==> src/spf_pkg.sv <==
// Package: constants for the speech payload framer
package spf_pkg;
   localparam int SIZE_W = 12;
   localparam int RATE_W = 16;
   // APB register byte offsets
   localparam logic [7:0] ADDR_CTRL = 8'h00;
   localparam logic [7:0] ADDR_PAYLOAD = 8'h04;
   localparam logic [7:0] ADDR_CLASS = 8'h08;
   localparam logic [7:0] ADDR_RATE = 8'h0C;
   localparam logic [7:0] ADDR_SILENCE = 8'h10;
   localparam logic [7:0] ADDR_SILENCE_HI = 8'h14;
   localparam logic [7:0] ADDR_REDUND = 8'h18;
   localparam logic [7:0] ADDR_TSTAMP = 8'h1C;
   localparam logic [7:0] ADDR_STATUS = 8'h20;
   localparam logic [31:0] UNMAPPED_DATA = 32'h0000_0000;
   // CTRL fields
   localparam int CTRL_FRAME_BIT = 0;
   localparam int CTRL_TALK_BIT = 1;
   localparam int CTRL_SIZE_LSB = 4;
   // Timestamp
   localparam int TS_CLOCK_HZ = 16000;
   localparam int FRAME_MS = 20;
   localparam logic [31:0] TS_STEP = 32'(TS_CLOCK_HZ * FRAME_MS / 1000);
   localparam logic [31:0] TS_RESET = 32'h0000_0000;
   // Special sizes
   localparam logic [SIZE_W-1:0] SIZE_SILENCE = 12'h030;
   localparam logic [SIZE_W-1:0] SIZE_SPECIAL = 12'h038;
   localparam logic [SIZE_W-1:0] SIZE_CHAN_AWARE = 12'h108;
   localparam int DESC_BITS = 48;
   localparam int CHAN_AWARE_BITS = 264;
   localparam int MREQ_W = 3;

   typedef enum logic [2:0] {
      SPF_CLS_INVALID = 3'h0,
      SPF_CLS_PRIMARY = 3'h1,
      SPF_CLS_PRIM_SILENCE = 3'h2,
      SPF_CLS_INTEROP = 3'h3,
      SPF_CLS_PRIM_LOWRATE = 3'h4,
      SPF_CLS_INTEROP_SILENCE = 3'h5
   } spf_class_type;

   typedef enum logic [2:0] {
      SPF_RED_NONE = 3'h0,
      SPF_RED_TRANSFORM_FD = 3'h1,
      SPF_RED_TRANSFORM_TD_A = 3'h2,
      SPF_RED_TRANSFORM_TD_B = 3'h3,
      SPF_RED_ALL_PREDICTIVE = 3'h4,
      SPF_RED_NON_PREDICTIVE = 3'h5,
      SPF_RED_GENERIC_PREDICTIVE = 3'h6,
      SPF_RED_NOISE_EXCITED = 3'h7
   } spf_redund_type;

   // Rate in units of 10 bps
   function automatic logic [RATE_W-1:0] spf_rate(input logic [SIZE_W-1:0] s,
         output logic prim, output logic interop);
      prim = 1'b1;
      interop = 1'b0;
      case (s)
         12'h030: spf_rate = 16'h00F0;
         12'h038: spf_rate = 16'h0118;
         12'h090: spf_rate = 16'h02D0;
         12'h0A0: spf_rate = 16'h0320;
         12'h0C0: spf_rate = 16'h03C0;
         12'h108: spf_rate = 16'h0528;
         12'h148: spf_rate = 16'h0668;
         12'h1E8: spf_rate = 16'h0988;
         12'h280: spf_rate = 16'h0C80;
         12'h3C0: spf_rate = 16'h12C0;
         12'h500: spf_rate = 16'h1900;
         12'h780: spf_rate = 16'h2580;
         12'hA00: spf_rate = 16'h3200;
         default: begin
            prim = 1'b0;
            interop = 1'b1;
            case (s)
               12'h088: spf_rate = 16'h0294;
               12'h0B8: spf_rate = 16'h0375;
               12'h100: spf_rate = 16'h04F1;
               12'h120: spf_rate = 16'h0591;
               12'h140: spf_rate = 16'h0631;
               12'h170: spf_rate = 16'h0721;
               12'h190: spf_rate = 16'h07C1;
               12'h1D0: spf_rate = 16'h0901;
               12'h1E0: spf_rate = 16'h0951;
               default: begin
                  spf_rate = 16'h0000;
                  interop = 1'b0;
               end
            endcase
         end
      endcase
   endfunction
endpackage

==> src/spf_size_classifier.sv <==
// Size classifier: payload size in bits to mode and rate
`timescale 1ns/1ps
module spf_size_classifier (
   input wire logic CLK_I,
   input wire logic RSTN_I,
   input wire logic valid_i,
   input wire logic [spf_pkg::SIZE_W-1:0] size_i,
   input wire logic first_bit_i,
   output spf_pkg::spf_class_type class_o,
   output logic [spf_pkg::RATE_W-1:0] rate_o,
   output logic done_o
);
   import spf_pkg::*;
   logic prim;
   logic interop;
   logic [RATE_W-1:0] rate;
   spf_class_type cls;

   always_comb begin
      rate = spf_rate(size_i, prim, interop);
      if (size_i == SIZE_SILENCE)
         cls = SPF_CLS_PRIM_SILENCE;
      else if (size_i == SIZE_SPECIAL)
         cls = first_bit_i ? SPF_CLS_INTEROP_SILENCE
               : SPF_CLS_PRIM_LOWRATE;
      else if (prim)
         cls = SPF_CLS_PRIMARY;
      else if (interop)
         cls = SPF_CLS_INTEROP;
      else
         cls = SPF_CLS_INVALID;
   end

   always_ff @(posedge CLK_I or negedge RSTN_I) begin
      if (!RSTN_I) begin
         class_o <= SPF_CLS_INVALID;
         rate_o <= 16'h0000;
         done_o <= 1'b0;
      end else begin
         done_o <= valid_i;
         if (valid_i) begin
            class_o <= cls;
            rate_o <= rate;
         end
      end
   end
endmodule // spf_size_classifier

==> src/spf_payload_mem.sv <==
// Payload memory: holds all nine payload words, first to last
`timescale 1ns/1ps
module spf_payload_mem #(
   parameter int DEPTH = 9
) (
   input wire logic CLK_I,
   input wire logic we_i,
   input wire logic [3:0] waddr_i,
   input wire logic [31:0] wdata_i,
   input wire logic [3:0] raddr_i,
   output logic [31:0] rdata_o
);
   logic [31:0] mem [DEPTH];

   always_ff @(posedge CLK_I) begin
      if (we_i && (int'(waddr_i) < DEPTH))
         mem[waddr_i] <= wdata_i;
   end

   always_ff @(posedge CLK_I) begin
      rdata_o <= (int'(raddr_i) < DEPTH) ? mem[raddr_i] : 32'h0000_0000;
   end
endmodule // spf_payload_mem

==> src/spf_top.sv <==
// Speech payload framer: classify, parse descriptors, RTP timing
//
// Design decisions made here: the APB interface to the registers and the address map.
`timescale 1ns/1ps
module spf_top (
   input wire logic CLK_I,
   input wire logic RSTN_I,
   input wire logic PSEL_I,
   input wire logic PENABLE_I,
   input wire logic PWRITE_I,
   input wire logic [7:0] PADDR_I,
   input wire logic [31:0] PWDATA_I,
   output logic [31:0] PRDATA_O,
   output logic PREADY_O,
   output logic PSLVERR_O,
   output logic DECODE_VALID_O,
   output logic FRAME_INVALID_O,
   output logic MARKER_O,
   output logic [31:0] TIMESTAMP_O
);
   import spf_pkg::*;

   ////////////////////////////////////////////////////////////////////////
   // APB access decode
   logic wr_acc;
   logic rd_acc;
   logic mapped;
   logic [31:0] ctrl_r;
   logic [31:0] rd_nxt;
   logic [31:0] mem_rdata;
   logic mem_we;
   logic [3:0] mem_waddr;
   logic [3:0] mem_raddr;
   logic busy_r;
   logic [3:0] walk_r;
   logic [31:0] head_r;
   logic [31:0] tail_r;
   logic [31:0] prev_r;
   spf_class_type cls;
   logic [RATE_W-1:0] rate;
   logic cls_done;
   logic [SIZE_W-1:0] size_r;
   logic [47:0] desc_r;
   logic [4:0] ca_head_r;
   logic [1:0] ca_off_code_r;
   spf_redund_type ca_type_r;
   logic [2:0] ca_offset;
   logic [2:0] mreq_r;
   logic talk_r;
   logic [31:0] ts_r;
   logic marker_r;
   logic invalid_r;
   logic valid_r;

   assign wr_acc = PSEL_I && PENABLE_I && PWRITE_I;
   assign rd_acc = PSEL_I && PENABLE_I && !PWRITE_I;
   assign mapped = (PADDR_I[1:0] == 2'h0) && (PADDR_I <= ADDR_STATUS)
         || ((PADDR_I >= 8'h40) && (PADDR_I < 8'h64)
         && (PADDR_I[1:0] == 2'h0));
   // Zero wait states: the access phase always completes at once
   assign PREADY_O = 1'b1;
   assign PSLVERR_O = PSEL_I && PENABLE_I && !mapped;

   ////////////////////////////////////////////////////////////////////////
   // Payload window: words 0x40..0x60, MSB-first bit order
   assign mem_we = wr_acc && (PADDR_I >= 8'h40) && (PADDR_I < 8'h64);
   assign mem_waddr = 4'(PADDR_I[5:2]);
   assign mem_raddr = busy_r ? walk_r : 4'(PADDR_I[5:2]);

   spf_payload_mem #(.DEPTH(9)) u_mem (
      .CLK_I(CLK_I),
      .we_i(mem_we),
      .waddr_i(mem_waddr),
      .wdata_i(PWDATA_I),
      .raddr_i(mem_raddr),
      .rdata_o(mem_rdata)
   );

   ////////////////////////////////////////////////////////////////////////
   // Control register: frame strobe, talkspurt start, payload size
   always_ff @(posedge CLK_I or negedge RSTN_I) begin
      if (!RSTN_I)
         ctrl_r <= 32'h0000_0000;
      else if (wr_acc && PADDR_I == ADDR_CTRL)
         ctrl_r <= {16'h0000, PWDATA_I[15:4], 2'h0, PWDATA_I[1], 1'b0};
      else
         ctrl_r[CTRL_FRAME_BIT] <= 1'b0;
   end

   assign size_r = ctrl_r[CTRL_SIZE_LSB +: SIZE_W];

   ////////////////////////////////////////////////////////////////////////
   // Gather head word, and last 264-bit frame word for channel-aware use
   always_ff @(posedge CLK_I or negedge RSTN_I) begin
      if (!RSTN_I) begin
         busy_r <= 1'b0;
         walk_r <= 4'h0;
         head_r <= 32'h0000_0000;
         tail_r <= 32'h0000_0000;
         prev_r <= 32'h0000_0000;
      end else if (wr_acc && PADDR_I == ADDR_CTRL && PWDATA_I[CTRL_FRAME_BIT]
            && !busy_r) begin
         busy_r <= 1'b1;
         walk_r <= 4'h0;
      end else if (busy_r) begin
         // Read data lags the address by one cycle; word 1 feeds the
         // descriptor's low 16 bits
         if (walk_r == 4'h2)
            prev_r <= mem_rdata;
         if (walk_r == 4'h1)
            head_r <= mem_rdata;
         if (walk_r == 4'h9) begin
            tail_r <= mem_rdata;
            busy_r <= 1'b0;
         end
         walk_r <= walk_r + 4'h1;
      end
   end

   ////////////////////////////////////////////////////////////////////////
   // Classification starts when the walk finishes
   logic cls_go;
   assign cls_go = busy_r && (walk_r == 4'h9);

   spf_size_classifier u_cls (
      .CLK_I(CLK_I),
      .RSTN_I(RSTN_I),
      .valid_i(cls_go),
      .size_i(size_r),
      .first_bit_i(head_r[31]),
      .class_o(cls),
      .rate_o(rate),
      .done_o(cls_done)
   );

   ////////////////////////////////////////////////////////////////////////
   // Field parsing
   always_ff @(posedge CLK_I or negedge RSTN_I) begin
      if (!RSTN_I) begin
         desc_r <= 48'h0000_0000_0000;
         ca_head_r <= 5'h00;
         ca_off_code_r <= 2'h0;
         ca_type_r <= SPF_RED_NONE;
         mreq_r <= 3'h7;
      end else if (cls_done) begin
         // Descriptor occupies the first 48 payload bits, MSB first
         desc_r <= {head_r, prev_r[31:16]};
         ca_head_r <= head_r[31:27];
         // Bit 263 is the last: word 8 bits 31..24 hold bits 256..263
         ca_off_code_r <= tail_r[28:27];
         ca_type_r <= spf_redund_type'(tail_r[26:24]);
         if (cls == SPF_CLS_INTEROP)
            mreq_r <= head_r[31 -: MREQ_W];
         else
            mreq_r <= 3'h7;
      end
   end

   // Offsets 2, 3, 5, 7 in code order
   always_comb begin
      case (ca_off_code_r)
         2'h0: ca_offset = 3'h2;
         2'h1: ca_offset = 3'h3;
         2'h2: ca_offset = 3'h5;
         default: ca_offset = 3'h7;
      endcase
   end

   ////////////////////////////////////////////////////////////////////////
   // Descriptor decode views
   logic d_linpred;
   logic d_super_wb;
   logic d_core16k;
   logic [2:0] d_hang;
   logic [28:0] d_spec;
   logic [6:0] d_energy;
   logic [5:0] d_env;
   logic [3:0] d_hb_energy;
   logic [1:0] d_fd_bw;
   logic d_fd_rate;
   logic [6:0] d_fd_gain;
   assign d_linpred = desc_r[47];
   assign d_super_wb = desc_r[46];
   assign d_core16k = desc_r[45];
   assign d_hang = desc_r[44:42];
   assign d_spec = desc_r[41:13];
   assign d_energy = desc_r[12:6];
   assign d_env = d_super_wb ? 6'h00 : desc_r[5:0];
   assign d_hb_energy = d_super_wb ? desc_r[5:2] : 4'h0;
   assign d_fd_bw = desc_r[46:45];
   assign d_fd_rate = desc_r[44];
   assign d_fd_gain = desc_r[43:37];

   ////////////////////////////////////////////////////////////////////////
   // RTP timestamp and marker
   always_ff @(posedge CLK_I or negedge RSTN_I) begin
      if (!RSTN_I) begin
         ts_r <= TS_RESET;
         marker_r <= 1'b0;
         talk_r <= 1'b0;
         invalid_r <= 1'b0;
         valid_r <= 1'b0;
      end else begin
         valid_r <= 1'b0;
         if (cls_go)
            talk_r <= ctrl_r[CTRL_TALK_BIT];
         if (cls_done) begin
            ts_r <= ts_r + TS_STEP;
            marker_r <= talk_r;
            invalid_r <= (cls == SPF_CLS_INVALID);
            valid_r <= (cls != SPF_CLS_INVALID);
         end
      end
   end

   assign TIMESTAMP_O = ts_r;
   assign MARKER_O = marker_r;
   assign FRAME_INVALID_O = invalid_r;
   assign DECODE_VALID_O = valid_r;

   ////////////////////////////////////////////////////////////////////////
   // Read mux; flag zero means the payload decodes as plain 13.2 kbps
   logic ca_flag;
   assign ca_flag = ca_head_r[0];
   always_comb begin
      case (PADDR_I)
         ADDR_CTRL: rd_nxt = ctrl_r;
         ADDR_CLASS: rd_nxt = {25'h0, mreq_r, 1'b0, 3'(cls)};
         ADDR_RATE: rd_nxt = {16'h0000, rate};
         ADDR_PAYLOAD: rd_nxt = UNMAPPED_DATA;
         ADDR_SILENCE: rd_nxt = {d_linpred, d_super_wb, d_core16k, d_hang,
               d_energy, d_env, d_hb_energy, 2'h0, d_fd_gain};
         ADDR_SILENCE_HI: rd_nxt = {d_fd_bw, d_fd_rate, d_spec};
         ADDR_REDUND: rd_nxt = {16'h0000, ca_head_r, ca_flag,
               ca_offset, ca_off_code_r, 2'h0, 3'(ca_type_r)};
         ADDR_TSTAMP: rd_nxt = ts_r;
         ADDR_STATUS: rd_nxt = {28'h0, busy_r, marker_r, invalid_r,
               valid_r};
         default: rd_nxt = mapped ? mem_rdata : UNMAPPED_DATA;
      endcase
   end

   always_comb begin
      PRDATA_O = rd_acc ? rd_nxt : 32'h0000_0000;
   end
endmodule // spf_top

==> config.mk <==
export PLATFORM = sky130hd
export DESIGN_NAME = spf_top
export DESIGN_NICKNAME = d
export VERILOG_FILES = /design/src/spf_pkg.sv /design/src/spf_size_classifier.sv /design/src/spf_payload_mem.sv /design/src/spf_top.sv
export SDC_FILE = /design/constraint.sdc
export NUM_CORES = 1
export LEC_CHECK = 0
export BUFFER_PORTS_ARGS = -buffer_cell sky130_fd_sc_hd__buf_2
export CAP_MARGIN = 15
export CELL_PAD_IN_SITES_DETAIL_PLACEMENT = 1
export CELL_PAD_IN_SITES_GLOBAL_PLACEMENT = 2
export CORE_MARGIN = 2
export CORE_UTILIZATION = 44
export DETAILED_ROUTE_END_ITERATION = 10
export PLACE_DENSITY_LB_ADDON = 0.1
export SYNTH_ARGS = -nofsm -noshare
export SYNTH_HDL_FRONTEND = slang
export SYNTH_HIERARCHICAL = 1
export SYNTH_SLANG_ARGS = --single-unit
==> constraint.sdc <==
create_clock -name CLK_I -period 2.7 [get_ports CLK_I]
set_input_delay 0.27 -clock CLK_I [delete_from_list [all_inputs] [get_ports CLK_I]]
set_output_delay 0.27 -clock CLK_I [all_outputs]
set_load 0.05 [all_outputs]
## After elaboration in Yosys (flattened, before gate mapping)

Memories as Yosys holds them, arrays and structs flattened. A register that Yosys moved wholly into a read port is not among the register bits.
Cells that the tools add are included.

- Bits in writable memories: 288
- Memories kept: 1
- Input bits: 45
- Output and inout bits: 69
- Register bits after elaboration: 228
- Logic and storage cells: 120

- Bitwise gates (word level): 1
- Eq/ne operators: 36
- $add $sub $neg: 2
- Reductions and logical operators: 30
- Multiplexer cells: 26
- Order comparisons: 5

Memories:

| name | depth | width | rd ports | clocked after Yosys merged registers in | write ports | RTL line | source |
|---|---|---|---|---|---|---|---|
| u_mem.mem | 9 | 32 | 1 | 1 | 1 | spf_payload_mem.sv:13 | `logic [31:0] mem [DEPTH];` |

Operators by type and width:

| operator | count |
|---|---|
| 32-bit one-hot mux with 9 select lines | 1 |
| 16-bit one-hot mux with 13 select lines | 1 |
| 12-bit by 9-bit == test with 1-bit output, second input constant | 10 |
| 12-bit one-hot mux with 9 select lines | 1 |
| 32-bit two-way mux | 2 |
| 12-bit by 8-bit == test with 1-bit output, second input constant | 5 |
| 32-bit by 9-bit adder with 32-bit output, second input constant | 1 |
| 8-bit by 5-bit == test with 1-bit output, second input constant | 4 |
| 12-bit by 10-bit == test with 1-bit output, second input constant | 2 |
| 12-bit by 11-bit == test with 1-bit output, second input constant | 2 |
| 12-bit by 6-bit == test with 1-bit output, second input constant | 2 |
| 8-bit by 4-bit == test with 1-bit output, second input constant | 2 |
| 4-bit two-way mux | 4 |
| 1-bit logical AND | 14 |
| 13-bit OR reduction | 1 |
| 12-bit == test, second input constant | 1 |
| 3-bit two-way mux | 4 |
| 1-bit two-way mux | 10 |
| 3-bit one-hot mux with 3 select lines | 1 |
| 3-bit AND reduction | 3 |
| 9-bit OR reduction | 1 |
| 8-bit by 3-bit == test with 1-bit output, second input constant | 1 |
| 8-bit by 6-bit == test with 1-bit output, second input constant | 1 |
| 8-bit by 7-bit >= comparator with 1-bit output, second input constant | 1 |
| other kinds (20) | 25 |

## Longest topological paths before layout

- Depth in word-level cells: 8
- Depth in mapped cells: 12
- Depth with buffers taken out: 8

## Modules after synthesis

The synthesis kept the hierarchy.

Modules (own cells, without submodules):

| module | area an instance (um2) | cells each | times used | sequential area each (um2) |
|---|---|---|---|---|
| spf_payload_mem | 11,863.9 | 614 | 1 | 9,288.9 |
| spf_top | 8,126.5 | 719 | 1 | 3,932.5 |
| spf_size_classifier | 1,498.9 | 182 | 1 | 425.4 |

## Worst setup path after synthesis

OpenSTA, ideal clock, no wires.

- Path type: input -> register
- Start: input PADDR_I[3]
- End: memory u_mem.mem[8][0] (enable)
- Required time: 2.195 ns
- Setup slack: -1.961 ns
- Arrival: 4.156 ns
- Stages: 4
- Cell sequence: o31a_1 nor4b_1 nand2_1 nor4_1

- Cells in the longest elaborated chain, start to end: 6
- Elaborated cells between the ends (all ways): 8
- Those cells by class: order compare (3); mux (2); reduce/logical (3)

Ends and longest elaborated chain:

| item | RTL line | source |
|---|---|---|
| from (decl) | spf_top.sv:11 | `input wire logic [7:0] PADDR_I,` |
| 8-bit by 7-bit >= comparator with 1-bit output | spf_top.sv:66 | `assign mem_we = wr_acc && (PADDR_I >= 8'h40) && (PADDR_I < 8'h64);` |
| 1-bit logical AND | spf_top.sv:66 |  |
| 1-bit logical AND * | spf_top.sv:66 |  |
| named net mem_we | spf_top.sv:31 | `logic mem_we;` |
| 1-bit logical AND * | spf_payload_mem.sv:16 | `if (we_i && (int'(waddr_i) < DEPTH))` |
| 1-bit two-way mux * | spf_payload_mem.sv:16 |  |
| 1-bit two-way mux (implied by the code) * | spf_payload_mem.sv:17 | `mem[waddr_i] <= wdata_i;` |
| to (decl) | spf_payload_mem.sv:13 |  |

The timed path passes the listed nets; every way through them passes the cells marked *.

## Worst setup path after layout

- Start: input PADDR_I[5]
- End: output PRDATA_O[14]

- Cells in the longest elaborated chain, start to end: 7
- Elaborated cells between the ends (all ways): 19
- Those cells by class: order compare (3); eq/ne (8); mux (3); reduce/logical (5)

Ends and longest elaborated chain:

| item | RTL line | source |
|---|---|---|
| 8-bit by 7-bit >= comparator with 1-bit output or 8-bit by 7-bit less-than comparator with 1-bit output (tied branches) | spf_top.sv:58 | `\|\| ((PADDR_I >= 8'h40) && (PADDR_I < 8'h64)` |
| 1-bit logical AND | spf_top.sv:58 |  |
| 1-bit logical AND | spf_top.sv:59 | `&& (PADDR_I[1:0] == 2'h0));` |
| 1-bit logical OR | spf_top.sv:58 |  |
| 32-bit two-way mux | spf_top.sv:239 | `default: rd_nxt = mapped ? mem_rdata : UNMAPPED_DATA;` |
| 32-bit one-hot mux with 9 select lines * | spf_top.sv:226 | `case (PADDR_I)` |
| 32-bit two-way mux * | spf_top.sv:244 | `PRDATA_O = rd_acc ? rd_nxt : 32'h0000_0000;` |
| to (decl) | spf_top.sv:13 | `output logic [31:0] PRDATA_O,` |

Mark *: on every way between the ends. The rest lies on a longest branch, timed or not.

==> results.md <==
Global routing:
- The pin count of the biggest net entering global routing is a little under 70.
- The first global-routing pass estimated 92900 µm of wire.
- The initial antenna violation count is 3.
- The global routing usage summed across all routing layers is 0.247.
- The number of global-route vias before repair is 14400.
- For this run the aggregate overflow at the end of global routing stands at 0.

Worst setup path:
- The total buffers and inverters traversed by the critical path is 4.
- Traced cell by cell, the critical path runs through buf_2 -> buf_4 -> or4b_2 -> nor2_2 -> buf_4 -> a31oi_1 -> a311oi_2 -> buf_2.
- The number of cells on the critical path is 8.
- STA classifies the critical path endpoint as an output port.
- Setup slack on the worst reg-to-reg path comes out at 0.31 ns.
- The maximum net fanout on the critical path is 14.
- Data on the critical path arrives at its endpoint at 2.34 ns.
- The maximum single-stage delay on the critical path is 0.67 ns.
- The category of the worst setup path launch point is a primary input.
- On the critical path, the stage with the largest delay is an instance of sky130_fd_sc_hd__or4b_2.
- The number of cells on the worst reg-to-reg path is 5.
- The path type of the worst setup path is primary input to output port.
- Among cell families on the critical path, the largest total delay comes from buffers and inverters.
- At the worst endpoint, the required time is 2.43 ns.

Yosys:
- In this run the cell area of the synthesized design comes to 21500 µm².
- The total of flip-flops plus latches after synthesis is 494.
- The share of the yosys chip area belonging to registers is 0.635.
- The yosys synthesis warning count is 6.
- The average cell area after synthesis is 14.2 µm².
- The share of synthesized registers carrying an async set or reset is 0.352.
- The count of cell types in the netlist is 84.
- The number of synthesized flops with an enable pin is 288.
- Synthesis produced 1515 cells.
- The commonest register cell after synthesis is sky130_fd_sc_hd__edfxtp_1.

Timing:
- Static timing analysis puts the maximum clock frequency at 383 MHz.
- The worst pin sits at a relative slew slack of 0.366.
- After layout, the worst setup slack is between 0.08 and 0.09 ns.
- For the pin with the worst max-slew slack, the measured transition is ~0.95 ns.
- The smallest clock period supported by the final layout is computed as 2.61 ns.
- The number of endpoints failing setup at the final stage is 0.
- The clock arrives with roughly 0.021 ns of skew.
- In the finished design, the share of the clock period the worst path needs comes to 0.968.
- The number of hold violations in the final report is 0.
- The count of final max-slew check failures is 0.
- Setup repair after global routing could not meet its margin everywhere.

Worst hold path:
- The path class of the tightest hold or removal check is primary input to flop.
- Counting instances, the worst hold path has a depth of 1.

Run status:
- The flow ran to the end, and the final reports show no timing, DRC or antenna violations.

Clock network:
- After clock tree synthesis, the clock-pin slew on the worst setup and hold paths is 0.06 ns.
- The later-pin clock latency in the skew report is 0.61 ns.
- The buffer depth of the longest clock path is 3.
- The H-tree was split into 2 levels.
- The tree is rooted in a sky130_fd_sc_hd__clkbuf_16.
- TritonCTS built the clock tree.
- The number of buffers created by CTS is 53.
- The clock drives 494 sinks.

Floorplanning:
- The area of the core is 47900 µm².
- The effective utilization at floorplan is 0.448.
- The area enclosed by the die boundary is 50600 µm².
- The top-level port count is 114.
- The x dimension of the die is 225 µm.
- The vertical die dimension is 225 µm.
- The number of standard-cell rows in the floorplan is 80.

Route:
- The count of nets left with antenna violations once routing finished came out at 0.
- The overall via count from detail_route is between 10000 and 15000.
- In the routed design, unresolved DRC markers number 0.
- After detailed routing, the average wire length per cell comes to between 20 and 30 µm.
- After detailed routing, the total wire length is 61700 µm.
- The number of search-and-repair iterations in the first detailed-routing pass is 5.
- The detailed router finished its first iteration with 866 violations.
- After detailed routing, the number of vias per cell comes to 5.81.

Power and ir drop:
- The overall power of the completed layout is 15.9 mW.
- The peak supply drop is between 0.0007 and 0.0008 V.
- The static leakage power is 9.86 nW.
- The power density over the cells is 624 nW/µm².

Final layout:
- The library cell used most frequently in the layout, excluding fill and tap cells, is sky130_fd_sc_hd__edfxtp_1.
- Registers take 13700 µm².
- The signed area change from the synthesized netlist to the final layout is 18.6%.
- In the layout the commonest cells are 288 x sky130_fd_sc_hd__edfxtp_1, 164 x sky130_fd_sc_hd__dfrtp_1, 160 x sky130_fd_sc_hd__mux2_2.
- The number of filler cells placed in the layout is about 4700.
- The multi-input logic area is around 7400 µm².
- The core utilization of the finished layout is 0.531.
- After the flow finishes, the layout carries non-filler instances totaling 2376.
- The layout net count is 1766.
- The fraction of final layout cells sized beyond drive strength 1 is 0.315.

Job:
- The number of maximum-capacitance violations is 0.

Placed design:
- At the end of routability-driven placement, the weighted congestion stood at around 0.89.
- The number of cells after detailed placement is 2250.
- Once detailed placement completed, the half-perimeter wirelength came to 42400 µm.
- The port buffer count is around 110.
- The post-place setup slack is between 0.07 and 0.08 ns.
-- routing by layer --
layer	up-vias	share of wire	wire [µm]	track usage
met1	7251	0.46	28100	0.349
met5	-	0.00034	21	0
met3	72	0.040	2440	0.0297
li1	6183	-	-	-
met4	4	0.017	1060	0.0579
met2	299	0.49	30100	0.408
-- per-stage QoR --
stage	cell area [µm²]	hold slack, ns	TNS, ns
finish	25500	0.0205	0
global placement	23500	0.305	0
floorplan	21600	-0.0256	-24.15
detailed placement	23500	0.301	0
CTS	25400	0.000567	0
global route	25500	0.0173	-0.00884
-- final cells by class --
cell class | count | area share
timing repair buffer | 244 | 0.0760
clock inverter | 30 | 0.00918
multi-input combinational | 911 | 0.291
sequential | 494 | 0.536
inverter | 13 | 0.00191
antenna | 1 | 0.0000982
tap | 615 | 0.0302
clock buffer | 68 | 0.0554
-- kinds of logic after synthesis --
| logic type | share of synthesized area |
|---|---|
| fa+ha+maj | 0.00233 |
| simple gates | 0.0965 |
| compound gates | 0.0770 |
| other cells | 0.000524 |
| flops | 0.635 |
| xor+xnor | 0.0122 |
| buf+inv | 0.0312 |
| mux | 0.145 |
-- state kept, by name, summed over array words and instances, names as in the netlist, 2 cells and up --
| signal | count |
|---|---|
| TIMESTAMP_O | 26 |
| ca_off_code_r | 2 |
| ca_type_r | 3 |
| ctrl_r | 13 |
| desc_r | 48 |
| head_r | 32 |
| mreq_r | 3 |
| prev_r | 16 |
| tail_r | 5 |
| u_cls/class_o | 3 |
| u_cls/rate_o | 13 |
| u_mem/mem | 288 |
| u_mem/rdata_o | 32 |
| walk_r | 4 |
-- cells in the mapped netlist (13+ instances only) --
| cell | instances | area share |
|---|---|---|
| sky130_fd_sc_hd__nand3_1 | 17 | 0.0040 |
| sky130_fd_sc_hd__o2bb2ai_1 | 15 | 0.0061 |
| sky130_fd_sc_hd__buf_2 | 21 | 0.0049 |
| sky130_fd_sc_hd__a21oi_1 | 37 | 0.0086 |
| sky130_fd_sc_hd__nand2_1 | 103 | 0.018 |
| sky130_fd_sc_hd__buf_4 | 13 | 0.0045 |
| sky130_fd_sc_hd__mux4_2 | 20 | 0.021 |
| sky130_fd_sc_hd__edfxtp_1 | 288 | 0.40 |
| sky130_fd_sc_hd__nor3_1 | 22 | 0.0051 |
| sky130_fd_sc_hd__a22oi_1 | 17 | 0.0059 |
| sky130_fd_sc_hd__a31oi_1 | 17 | 0.0049 |
| sky130_fd_sc_hd__xnor2_1 | 21 | 0.0086 |
| sky130_fd_sc_hd__nand4_1 | 20 | 0.0058 |
| sky130_fd_sc_hd__mux2_2 | 161 | 0.084 |
| sky130_fd_sc_hd__nor2b_1 | 40 | 0.012 |
| sky130_fd_sc_hd__dfrtp_1 | 171 | 0.20 |
| sky130_fd_sc_hd__o22ai_1 | 42 | 0.012 |
| sky130_fd_sc_hd__nor4_1 | 14 | 0.0041 |
| sky130_fd_sc_hd__and3_1 | 14 | 0.0041 |
| sky130_fd_sc_hd__buf_6 | 15 | 0.0079 |
| sky130_fd_sc_hd__mux2i_1 | 57 | 0.027 |
| sky130_fd_sc_hd__o31ai_1 | 23 | 0.0080 |
| sky130_fd_sc_hd__dfxtp_1 | 32 | 0.030 |
| sky130_fd_sc_hd__clkbuf_1 | 40 | 0.0070 |
| sky130_fd_sc_hd__nor2_1 | 67 | 0.012 |
| sky130_fd_sc_hd__o21ai_0 | 20 | 0.0047 |
-- path summary, 6_finish.rpt --
kind | startpoint | end
setup / recovery | PADDR_I[5] | PRDATA_O[14]
min in group asynchronous | RSTN_I | TIMESTAMP_O[22]$_DFFE_PN0P_
hold / removal | PWDATA_I[5] | u_mem/mem[8][5]$_DFFE_PP_
max in group asynchronous | RSTN_I | mreq_r[2]$_DFFE_PN1P_
hold reg to reg | u_mem/mem[8][8]$_DFFE_PP_ | u_mem/rdata_o[8]$_SDFF_PP0_
setup reg to reg | busy_r$_DFF_PN0_ | u_mem/rdata_o[19]$_SDFF_PP0_
-- power breakdown --
part           internal (mW)  leakage (nW)  total, mW  switching, mW
Combinational          0.315          3.79      0.841          0.526
Sequential              8.06          5.26       8.16         0.0911
Clock                   3.90         0.807       6.91           3.01
Total                   12.3          9.86       15.9           3.63
-- repair_timing --
item / in CTS / in global routing
buffers inserted: 2 / 2
hold buffers: 23 / 0
endpoints found under the setup margin: 9 / 7
hold endpoints to repair: 255 / 0
pin swaps: 2 / 3
resized for setup: 11 / 11
Note: power is estimated with default switching activity, not from simulation.
